`src/hdl/fscd_pkg.sv`:
```
// constants for the flash setting command decoder
package fscd_pkg;
   // opcodes
   localparam logic [7:0] SET_WRITE_LATCH_CMD       = 8'h06;
   localparam logic [7:0] CLEAR_WRITE_LATCH_CMD     = 8'h04;
   localparam logic [7:0] STATUS_READ_CMD           = 8'h05;
   localparam logic [7:0] CONFIG_READ_CMD           = 8'h15;
   localparam logic [7:0] STATUS_CONFIG_WRITE_CMD   = 8'h01;
   localparam logic [7:0] UPPER_ADDR_READ_CMD       = 8'hc8;
   localparam logic [7:0] UPPER_ADDR_WRITE_CMD      = 8'hc5;
   localparam logic [7:0] PROTECT_SCHEME_SELECT_CMD = 8'h68;
   localparam logic [7:0] QUAD_MODE_ENTER_CMD       = 8'h35;
   localparam logic [7:0] QUAD_MODE_EXIT_CMD        = 8'hf5;
   localparam logic [7:0] WIDE_ADDR_ENTER_CMD       = 8'hb7;
   localparam logic [7:0] WIDE_ADDR_EXIT_CMD        = 8'he9;
   localparam logic [7:0] WRITE_PAUSE_CMD           = 8'hb0;
   localparam logic [7:0] WRITE_CONTINUE_CMD        = 8'h30;
   localparam logic [7:0] SLEEP_ENTER_CMD           = 8'hb9;
   localparam logic [7:0] SLEEP_EXIT_CMD            = 8'hab;
   localparam logic [7:0] BURST_SIZE_CMD            = 8'hc0;
   localparam logic [7:0] BOOT_REG_READ_CMD         = 8'h16;
   localparam logic [7:0] BOOT_REG_WRITE_CMD        = 8'h17;
   localparam logic [7:0] BOOT_REG_ERASE_CMD        = 8'h18;
   // field positions
   localparam int WRITE_PERMIT_LATCH_BIT = 1;
   localparam int DUMMY_SEL_LOW_BIT      = 6;
   localparam int DUMMY_SEL_HIGH_BIT     = 7;
   // reset and erase values
   localparam logic [7:0]  STATUS_RST   = 8'h00;
   localparam logic [7:0]  CONFIG_RST   = 8'h00;
   localparam logic [7:0]  UPPER_RST    = 8'h00;
   localparam logic [7:0]  BURST_RST    = 8'h00;
   localparam logic [31:0] BOOT_ERASED  = 32'hffffffff;
   // apb register offsets
   localparam logic [7:0] OFS_STATUS  = 8'h00;
   localparam logic [7:0] OFS_CONFIG  = 8'h04;
   localparam logic [7:0] OFS_UPPER   = 8'h08;
   localparam logic [7:0] OFS_MODES   = 8'h0c;
   localparam logic [7:0] OFS_BOOT    = 8'h10;
   localparam logic [7:0] OFS_BURST   = 8'h14;
   localparam logic [7:0] OFS_CTRL    = 8'h18;
   // dummy cycles per dummy select code
   localparam logic [3:0] DUMMY_CODE0 = 4'h8;
   localparam logic [3:0] DUMMY_CODE1 = 4'h6;
   localparam logic [3:0] DUMMY_CODE2 = 4'h8;
   localparam logic [3:0] DUMMY_CODE3 = 4'ha;
endpackage

```
`src/hdl/fscd_top.sv`:
```
// serial flash register and setting command decoder with apb view
//
// Decided for this implementation: the APB slave port and the register offsets.
`timescale 1ns/100ps
module fscd_top (
   input  wire logic        pclk,
   input  wire logic        presetn,
   input  wire logic        clk_en,
   input  wire logic        psel,
   input  wire logic        penable,
   input  wire logic        pwrite,
   input  wire logic [7:0]  paddr,
   input  wire logic [31:0] pwdata,
   output logic      [31:0] prdata,
   output logic             pready,
   output logic             pslverr,
   input  wire logic        link_csn,
   input  wire logic        link_sck,
   input  wire logic [3:0]  link_io_in,
   output logic      [3:0]  link_io_out,
   output logic      [3:0]  link_io_oe,
   output logic             pause_req,
   output logic             continue_req,
   output logic      [3:0]  dummy_cycles
);
   // synchronisers for pins
   logic [5:0] sync1_reg;              // first stage, read only by stage two
   logic [5:0] sync2_reg;              // second stage
   logic       sck_last_reg;           // previous synced clock
   logic       csn_s;                  // synced chip select
   logic       sck_s;                  // synced link clock
   logic [3:0] io_s;                   // synced data lanes
   logic       rise;                   // sampling edge
   logic       fall;                   // shifting edge
   // command state
   logic [7:0]  shift_reg;             // incoming byte
   logic [2:0]  cnt_reg;               // bits or nibbles received
   logic [2:0]  byte_idx_reg;          // bytes received this frame
   logic [7:0]  opcode_reg;            // latched command
   logic [31:0] out_reg;               // outgoing shift data
   logic [2:0]  out_cnt_reg;           // answer length in bytes, never counted down
   logic        byte_done;             // a whole byte arrived
   logic [7:0]  byte_val;              // the arrived byte
   // architectural state
   logic [7:0]  status_reg;            // status register
   logic [7:0]  config_reg;            // configuration register
   logic [7:0]  upper_reg;             // extended address register
   logic [7:0]  burst_reg;             // burst length setting
   logic [31:0] boot_reg;              // fast boot register
   logic        quad_command_mode_reg; // four lane command mode
   logic        wide_addr_flag_reg;    // 4-byte address mode
   logic        protect_mode_reg;      // individual block protect
   logic        sleep_reg;             // deep power down
   logic        suspended_reg;         // program/erase suspended
   logic        busy_reg;              // program/erase in progress (software)
   logic        boot_en_reg;           // fast boot enable shadow
   logic [31:0] boot_shadow_reg;       // boot bytes being collected

   assign csn_s = sync2_reg[5];
   assign sck_s = sync2_reg[4];
   assign io_s  = sync2_reg[3:0];
   assign rise  = !csn_s && sck_s && !sck_last_reg;
   assign fall  = !csn_s && !sck_s && sck_last_reg;

   // two flop synchronisers and edge memory
   // reset image matches the idle pins: deselected, link clock low, lanes high,
   // so the edge finder sees no false edge on the first cycles after reset
   always_ff @(posedge pclk or negedge presetn) begin
      if (!presetn) begin
         sync1_reg    <= 6'h2f;
         sync2_reg    <= 6'h2f;
         sck_last_reg <= 1'b0;
      end else if (clk_en) begin
         sync1_reg    <= {link_csn, link_sck, link_io_in};
         sync2_reg    <= sync1_reg;
         sck_last_reg <= sck_s;
      end
   end

   // byte assembly, one bit or one nibble per rising edge
   always_comb begin
      byte_val  = 8'h00;
      byte_done = 1'b0;
      if (rise) begin
         if (quad_command_mode_reg) begin
            byte_val  = {shift_reg[3:0], io_s};
            byte_done = (cnt_reg == 3'd1);
         end else begin
            byte_val  = {shift_reg[6:0], io_s[0]};
            byte_done = (cnt_reg == 3'd7);
         end
      end
   end

   // receive counters, reset by chip select high
   always_ff @(posedge pclk or negedge presetn) begin
      if (!presetn) begin
         shift_reg    <= 8'h00;
         cnt_reg      <= 3'd0;
         byte_idx_reg <= 3'd0;
         opcode_reg   <= 8'h00;
      end else if (clk_en) begin
         if (csn_s) begin
            cnt_reg      <= 3'd0;
            byte_idx_reg <= 3'd0;
         end else if (rise) begin
            shift_reg <= byte_val;
            cnt_reg   <= byte_done ? 3'd0 : cnt_reg + 3'd1;
            if (byte_done) begin
               if (byte_idx_reg == 3'd0) begin
                  opcode_reg <= byte_val;
               end
               if (byte_idx_reg != 3'd7) begin
                  byte_idx_reg <= byte_idx_reg + 3'd1;
               end
            end
         end
      end
   end

   // command decode on the opcode byte, data handling on later bytes
   always_ff @(posedge pclk or negedge presetn) begin
      if (!presetn) begin
         status_reg            <= fscd_pkg::STATUS_RST;
         config_reg            <= fscd_pkg::CONFIG_RST;
         upper_reg             <= fscd_pkg::UPPER_RST;
         burst_reg             <= fscd_pkg::BURST_RST;
         boot_reg              <= fscd_pkg::BOOT_ERASED;
         boot_shadow_reg       <= 32'h00000000;
         quad_command_mode_reg <= 1'b0;
         wide_addr_flag_reg    <= 1'b0;
         protect_mode_reg      <= 1'b0;
         sleep_reg             <= 1'b0;
         suspended_reg         <= 1'b0;
         pause_req             <= 1'b0;
         continue_req          <= 1'b0;
      end else if (clk_en) begin
         pause_req    <= 1'b0;
         continue_req <= 1'b0;
         if (byte_done && byte_idx_reg == 3'd0) begin
            if (sleep_reg) begin
               // only wake up is heard while asleep
               if (byte_val == fscd_pkg::SLEEP_EXIT_CMD) begin
                  sleep_reg <= 1'b0;
               end
            end else begin
               case (byte_val)
                  fscd_pkg::SET_WRITE_LATCH_CMD: begin
                     status_reg[fscd_pkg::WRITE_PERMIT_LATCH_BIT] <= 1'b1;
                  end
                  fscd_pkg::CLEAR_WRITE_LATCH_CMD: begin
                     status_reg[fscd_pkg::WRITE_PERMIT_LATCH_BIT] <= 1'b0;
                  end
                  fscd_pkg::PROTECT_SCHEME_SELECT_CMD: begin
                     protect_mode_reg <= 1'b1;
                  end
                  fscd_pkg::QUAD_MODE_ENTER_CMD: begin
                     if (!quad_command_mode_reg) begin
                        quad_command_mode_reg <= 1'b1;
                     end
                  end
                  fscd_pkg::QUAD_MODE_EXIT_CMD: begin
                     if (quad_command_mode_reg) begin
                        quad_command_mode_reg <= 1'b0;
                     end
                  end
                  fscd_pkg::WIDE_ADDR_ENTER_CMD: begin
                     wide_addr_flag_reg <= 1'b1;
                  end
                  fscd_pkg::WIDE_ADDR_EXIT_CMD: begin
                     wide_addr_flag_reg <= 1'b0;
                  end
                  fscd_pkg::WRITE_PAUSE_CMD: begin
                     if (busy_reg) begin
                        suspended_reg <= 1'b1;
                        pause_req     <= 1'b1;
                     end
                  end
                  fscd_pkg::WRITE_CONTINUE_CMD: begin
                     if (suspended_reg) begin
                        suspended_reg <= 1'b0;
                        continue_req  <= 1'b1;
                     end
                  end
                  fscd_pkg::SLEEP_ENTER_CMD: begin
                     sleep_reg <= 1'b1;
                  end
                  fscd_pkg::BOOT_REG_ERASE_CMD: begin
                     if (!quad_command_mode_reg) begin
                        boot_reg <= fscd_pkg::BOOT_ERASED;
                     end
                  end
                  default: begin
                     // unrecognised or multi byte opcode: nothing now
                  end
               endcase
            end
         end else if (byte_done && !sleep_reg) begin
            case (opcode_reg)
               fscd_pkg::STATUS_CONFIG_WRITE_CMD: begin
                  if (byte_idx_reg == 3'd1) begin
                     status_reg <= byte_val;
                  end else if (byte_idx_reg == 3'd2) begin
                     config_reg <= byte_val;
                  end
               end
               fscd_pkg::UPPER_ADDR_WRITE_CMD: begin
                  if (byte_idx_reg == 3'd1) begin
                     upper_reg <= byte_val;
                  end
               end
               fscd_pkg::BURST_SIZE_CMD: begin
                  if (byte_idx_reg == 3'd1) begin
                     burst_reg <= byte_val;
                  end
               end
               fscd_pkg::BOOT_REG_WRITE_CMD: begin
                  if (!quad_command_mode_reg && byte_idx_reg <= 3'd4) begin
                     // least significant byte first
                     boot_shadow_reg <= {byte_val, boot_shadow_reg[31:8]};
                     if (byte_idx_reg == 3'd4) begin
                        boot_reg <= {byte_val, boot_shadow_reg[31:8]};
                     end
                  end
               end
               default: begin
                  // no payload expected
               end
            endcase
         end
      end
   end

   // answer shifting, loaded right after the opcode, advanced on falling edges
   // the word rotates, so a host that clocks past the last byte sees it again
   // from the start; oe falls only once chip select is seen high again
   always_ff @(posedge pclk or negedge presetn) begin
      if (!presetn) begin
         out_reg     <= 32'h00000000;
         out_cnt_reg <= 3'd0;
         link_io_out <= 4'h0;
         link_io_oe  <= 4'h0;
      end else if (clk_en) begin
         if (csn_s) begin
            out_cnt_reg <= 3'd0;
            link_io_oe  <= 4'h0;
         end else if (byte_done && byte_idx_reg == 3'd0 && !sleep_reg) begin
            out_cnt_reg <= 3'd1;
            case (byte_val)
               fscd_pkg::STATUS_READ_CMD: begin
                  out_reg <= {status_reg, 24'h000000};
               end
               fscd_pkg::CONFIG_READ_CMD: begin
                  out_reg <= {config_reg, 24'h000000};
               end
               fscd_pkg::UPPER_ADDR_READ_CMD: begin
                  out_reg <= {upper_reg, 24'h000000};
               end
               fscd_pkg::BOOT_REG_READ_CMD: begin
                  // byte order on the wire: lowest byte first
                  out_reg <= {boot_reg[7:0], boot_reg[15:8],
                              boot_reg[23:16], boot_reg[31:24]};
               end
               default: begin
                  out_cnt_reg <= 3'd0;
               end
            endcase
            if (byte_val == fscd_pkg::BOOT_REG_READ_CMD) begin
               out_cnt_reg <= quad_command_mode_reg ? 3'd0 : 3'd4;
            end
         end else if (fall && out_cnt_reg != 3'd0) begin
            if (quad_command_mode_reg) begin
               link_io_out <= out_reg[31:28];
               link_io_oe  <= 4'hf;
               out_reg     <= {out_reg[27:0], out_reg[31:28]};
            end else begin
               link_io_out <= {2'b00, out_reg[31], 1'b0};
               link_io_oe  <= 4'h2;
               out_reg     <= {out_reg[30:0], out_reg[31]};
            end
         end
      end
   end

   // software owned program/erase busy bit and boot enable
   always_ff @(posedge pclk or negedge presetn) begin
      if (!presetn) begin
         busy_reg    <= 1'b0;
         boot_en_reg <= 1'b0;
      end else if (clk_en) begin
         if (psel && penable && pwrite && paddr == fscd_pkg::OFS_CTRL) begin
            busy_reg    <= pwdata[0];
            boot_en_reg <= pwdata[1];
         end
      end
   end

   // dummy cycle count from configuration bits 7:6
   always_ff @(posedge pclk or negedge presetn) begin
      if (!presetn) begin
         dummy_cycles <= fscd_pkg::DUMMY_CODE0;
      end else if (clk_en) begin
         case ({config_reg[fscd_pkg::DUMMY_SEL_HIGH_BIT],
                config_reg[fscd_pkg::DUMMY_SEL_LOW_BIT]})
            2'b00:   dummy_cycles <= fscd_pkg::DUMMY_CODE0;
            2'b01:   dummy_cycles <= fscd_pkg::DUMMY_CODE1;
            2'b10:   dummy_cycles <= fscd_pkg::DUMMY_CODE2;
            default: dummy_cycles <= fscd_pkg::DUMMY_CODE3;
         endcase
      end
   end

   // apb slave: single wait free access, read mux registered in setup
   // every register here is read only except ctrl; a write elsewhere is dropped
   // and any offset off the word map answers with an error
   always_ff @(posedge pclk or negedge presetn) begin
      if (!presetn) begin
         prdata  <= 32'h00000000;
         pready  <= 1'b0;
         pslverr <= 1'b0;
      end else if (clk_en) begin
         pready  <= psel && !penable;
         pslverr <= 1'b0;
         if (psel && !penable) begin
            case (paddr)
               fscd_pkg::OFS_STATUS: prdata <= {24'h000000, status_reg};
               fscd_pkg::OFS_CONFIG: prdata <= {24'h000000, config_reg};
               fscd_pkg::OFS_UPPER:  prdata <= {24'h000000, upper_reg};
               fscd_pkg::OFS_MODES:  prdata <= {26'h0, suspended_reg, sleep_reg,
                                                protect_mode_reg, wide_addr_flag_reg,
                                                quad_command_mode_reg, busy_reg};
               fscd_pkg::OFS_BOOT:   prdata <= boot_reg;
               fscd_pkg::OFS_BURST:  prdata <= {24'h000000, burst_reg};
               fscd_pkg::OFS_CTRL:   prdata <= {30'h0, boot_en_reg, busy_reg};
               default: begin
                  prdata  <= 32'h00000000;
                  pslverr <= 1'b1;
               end
            endcase
         end
      end
   end
endmodule

```
`config.mk`:
```
export PLATFORM = sky130hd
export DESIGN_NAME = fscd_top
export DESIGN_NICKNAME = d
export VERILOG_FILES = /design/src/hdl/fscd_pkg.sv /design/src/hdl/fscd_top.sv
export SDC_FILE = /design/constraint.sdc
export NUM_CORES = 1
export LEC_CHECK = 0
export BUFFER_PORTS_ARGS = -buffer_cell sky130_fd_sc_hd__buf_4
export CORE_AREA = 2 2 172 174
export DETAILED_ROUTE_END_ITERATION = 10
export DIE_AREA = 0 0 174 176
export GPL_ROUTABILITY_DRIVEN = 1
export GPL_TIMING_DRIVEN = 0
export HOLD_SLACK_MARGIN = 0.08
export PLACE_DENSITY = 0.48
export SYNTH_ARGS = -nofsm -noshare
export SYNTH_HDL_FRONTEND = slang
export SYNTH_SLANG_ARGS = --single-unit
```
`constraint.sdc`:
```
create_clock -name pclk -period 2.7 [get_ports pclk]
set_input_delay 0 -clock pclk [delete_from_list [all_inputs] [get_ports pclk]]
set_output_delay 0 -clock pclk [all_outputs]
set_load 0.005 [all_outputs]
```
==> flow_summary.yaml <==
synth:
  synthFlopType: "dfrtp_1"
  synth_largest_area_cell: "dfrtp_1"
  ys_async_sr_fraction_pct: 100
  synth_top_area_share_pct: 42.6
  ys_seq_area_share_pct: 54.2
  yosysWarnings: 0
  ys_types: 58
  syn-cell-area_um2: 9700
  synth_cells: 937
  synth_nets: 995
  syn_area_per_cell_um2: 10.4
  synth-edff-count: 0
  yosys_register_bits: 208
  ys_top_cells_by_area: "dfrtp_1, dfstp_2, mux2_2"
detailed_routing:
  drt_iter0_drc: 698
  via_count: 7773
  wl_per_cell_um: 19.7
  drc: 0
  ant_nets: 0
  drt_first_pass_iters: 6
  drt_wl_total_um: 29000
  via_per_inst: 5.28
power:
  p_int_mw: 5.78
  switching_share_pct: 26.0
  pwr_density_cell_nw_per_um2: 640
  power_switching_mw: 2.03
  ir_drop_mv: 0.540
  pwr-share-clk_pct: 44.8
  power_frac_seq_pct: 44.2
  comb_power_share_pct: 11.0
  p_leak_nw: 5.55
cts:
  htreeDepth: 1
  clock_latency_ns: 0.53
  tritoncts: "done"
  clock-sinks: 208
  cts_buffers: 25
  clk_pin_slew_ns: 0.06
  cts_max_path_buffers: 3
  cts_root_buf: "clkbuf_16"
timing:
  max_freq_ghz: 0.378
  fin_worst_skew_ns: 0.0151
  rsz0062_at_grt: "yes"
  finalHoldViolCount: 0
  timing.slew.headroom_pct: 49.1
  fin_crit_sh_pct: 97.9
  finalCriticalPeriod_ns: 2.64
  setup_viol: 0
  worstMarginPinSlew_ns: 0.764
  slew_viol_final: 0
status:
  status: "finished clean"
die:
  fp.dieH_um: 176
  die_w_um: 174
  rows: 62
  die_area_um2: 30600
  io_pins: 100
  start_util_pct: 34.0
  coreArea_um2: 28500
critical_path:
  critPathLaunchType: "flop"
  reg2regPathDepth: 10
  critPathArrivalTime_ns: 3.08
  critPathKind: "reg2reg"
  end_kind: "flop"
  reg2reg_from: "quad_command_mode_reg"
  crit_required_ns: 3.13
  r2r_end: "boot_reg[14]"
  path_max_fanout: 10
  r2r_setup_slack_ns: 0.06
cells_and_area:
  areaGrowthSynthToFinish_pct: 25.7
  finish.instance_area_um2: 12200
  nFillCells: 2812
  drive_gt1_share_pct: 26.6
  final_util_pct: 42.7
  num_antenna_cells: 0
  final_cell_mix: "dfrtp_1, nor2_1, nand2_1"
  fin_nets: 1126
  layout_commonest_cell: "dfrtp_1"
  instances_no_fill: 1471
run:
  maxCapViolations: 0
placed_design:
  placed_area_um2: 10700
  dp_cells: 1389
  place.port_buffers: 66
  gp_congestion: 0.865
  place_hpwl_um: 20800
min_path:
  hold-path-endpoint: "prdata[8]"
  worstHoldStart: "penable"
  hold_path_depth: 3
  hp-class: "in2reg"
global_routing:
  grt_pass1_wl_um: 45300
  grt-ovfl-total: 0
  grt_pass1_vias: 7713
  grtUsageTotal_pct: 19.0
  grt_start_max_net_pins: 84
  grt_antenna_before_repair: 0
## power groups by stage
| stage | Clock (mW) | Sequential (mW) | Combinational, mW |
|---|---|---|---|
| 6_report | 3.50 | 3.45 | 0.859 |
| 3_5_place_dp | 0 | 3.46 | 0.722 |
| 4_1_cts | 3.58 | 3.42 | 0.780 |
| 5_1_grt | 3.73 | 3.47 | 0.947 |
| 2_1_floorplan | 0 | 3.41 | 0.457 |
| 3_3_place_gp | 0 | 3.46 | 0.710 |
## cell families after synthesis
logic type	count (synthesis)	share of synthesized area, %
AND/OR/NAND/NOR	310	14.1
other	1	0.0387
adder cells (fa/ha/maj)	6	0.774
buffers and inverters	68	3.34
multiplexers	112	12.5
XOR/XNOR	1	0.0903
flip-flops	208	54.2
AO/OA/AOI/OAI	231	14.9
## metal layers
| layer | up-vias | track usage, % | share of wire, % | wire (um) |
|---|---|---|---|---|
| li1 | 3622 | - | - | - |
| met1 | 3868 | 27.0 | 46 | 13500 |
| met2 | 222 | 30.3 | 46 | 13200 |
| met3 | 61 | 2.56 | 5.0 | 1460 |
| met4 | 0 | 5.39 | 2.9 | 839 |
| met5 | - | 0 | 0 | 0 |
## metrics by stage
stage               setup WS [ns]  total power, mW  hold slack [ns]  setup TNS, ns
detailed placement         -0.795             4.18          -0.0366         -40.95
CTS                      0.000387             7.78            0.154              0
floorplan                   0.267             3.87           -0.296              0
global placement           -0.826             4.17            0.235         -51.76
finish                     0.0559             7.80            0.169              0
global route              0.00115             8.15            0.146              0
## worst max-delay path, stage by stage (launching register included)
cell and delay (ns):
dfrtp_1 0.38, buf_6 0.16, buf_6 0.18, nor4_2 0.29
o211ai_1 0.25, buf_4 0.22, or4_4 0.43, a21oi_4 0.16
buf_12 0.14, buf_2 0.22, a21oi_1 0.11
## how the worst max path moves through the flow
stage,start,end,slack (ns),depth (start not counted)
6_report,quad_command_mode_reg,boot_reg[14],0.06,10
5_1_grt,sck_last_reg,status_reg[1],0.001,7
4_1_cts,quad_command_mode_reg,out_reg[4],0.0004,10
3_5_place_dp,sync2_reg[4],out_reg[20],-0.80,7
3_3_place_gp,sync2_reg[0],out_reg[22],-0.83,9
2_1_floorplan,sync2_reg[0],out_reg[10],0.27,9
## layout make-up
type                       instances  area, um2  area share, %
clock inverter                     9        151           1.24
clock buffer                      37        701           5.74
tap                              384        480           3.94
multi-input combinational        661       4340           35.6
inverter                          11       41.3          0.338
timing repair buffer             105        908           7.45
sequential                       208       5260           43.1
buffer                            56        317           2.60
## what timing repair did
item	CTS	global route
hold buffers	17	0
setup endpoints to repair	117	97
pin swaps	8	7
gates resized for setup	29	31
endpoints found under the hold margin	186	0
setup buffers	10	10
## Yosys cell counts, types with 11 or more instances
master,count
mux2i_1,56
clkbuf_1,32
a222oi_1,11
nor2_1,136
mux2_2,54
o21ai_0,68
a21oi_1,60
dfstp_2,43
dfrtp_1,165
nand2_1,118
a22o_1,24
inv_1,11
a31oi_1,42
(Power assumes the default switching activity.)
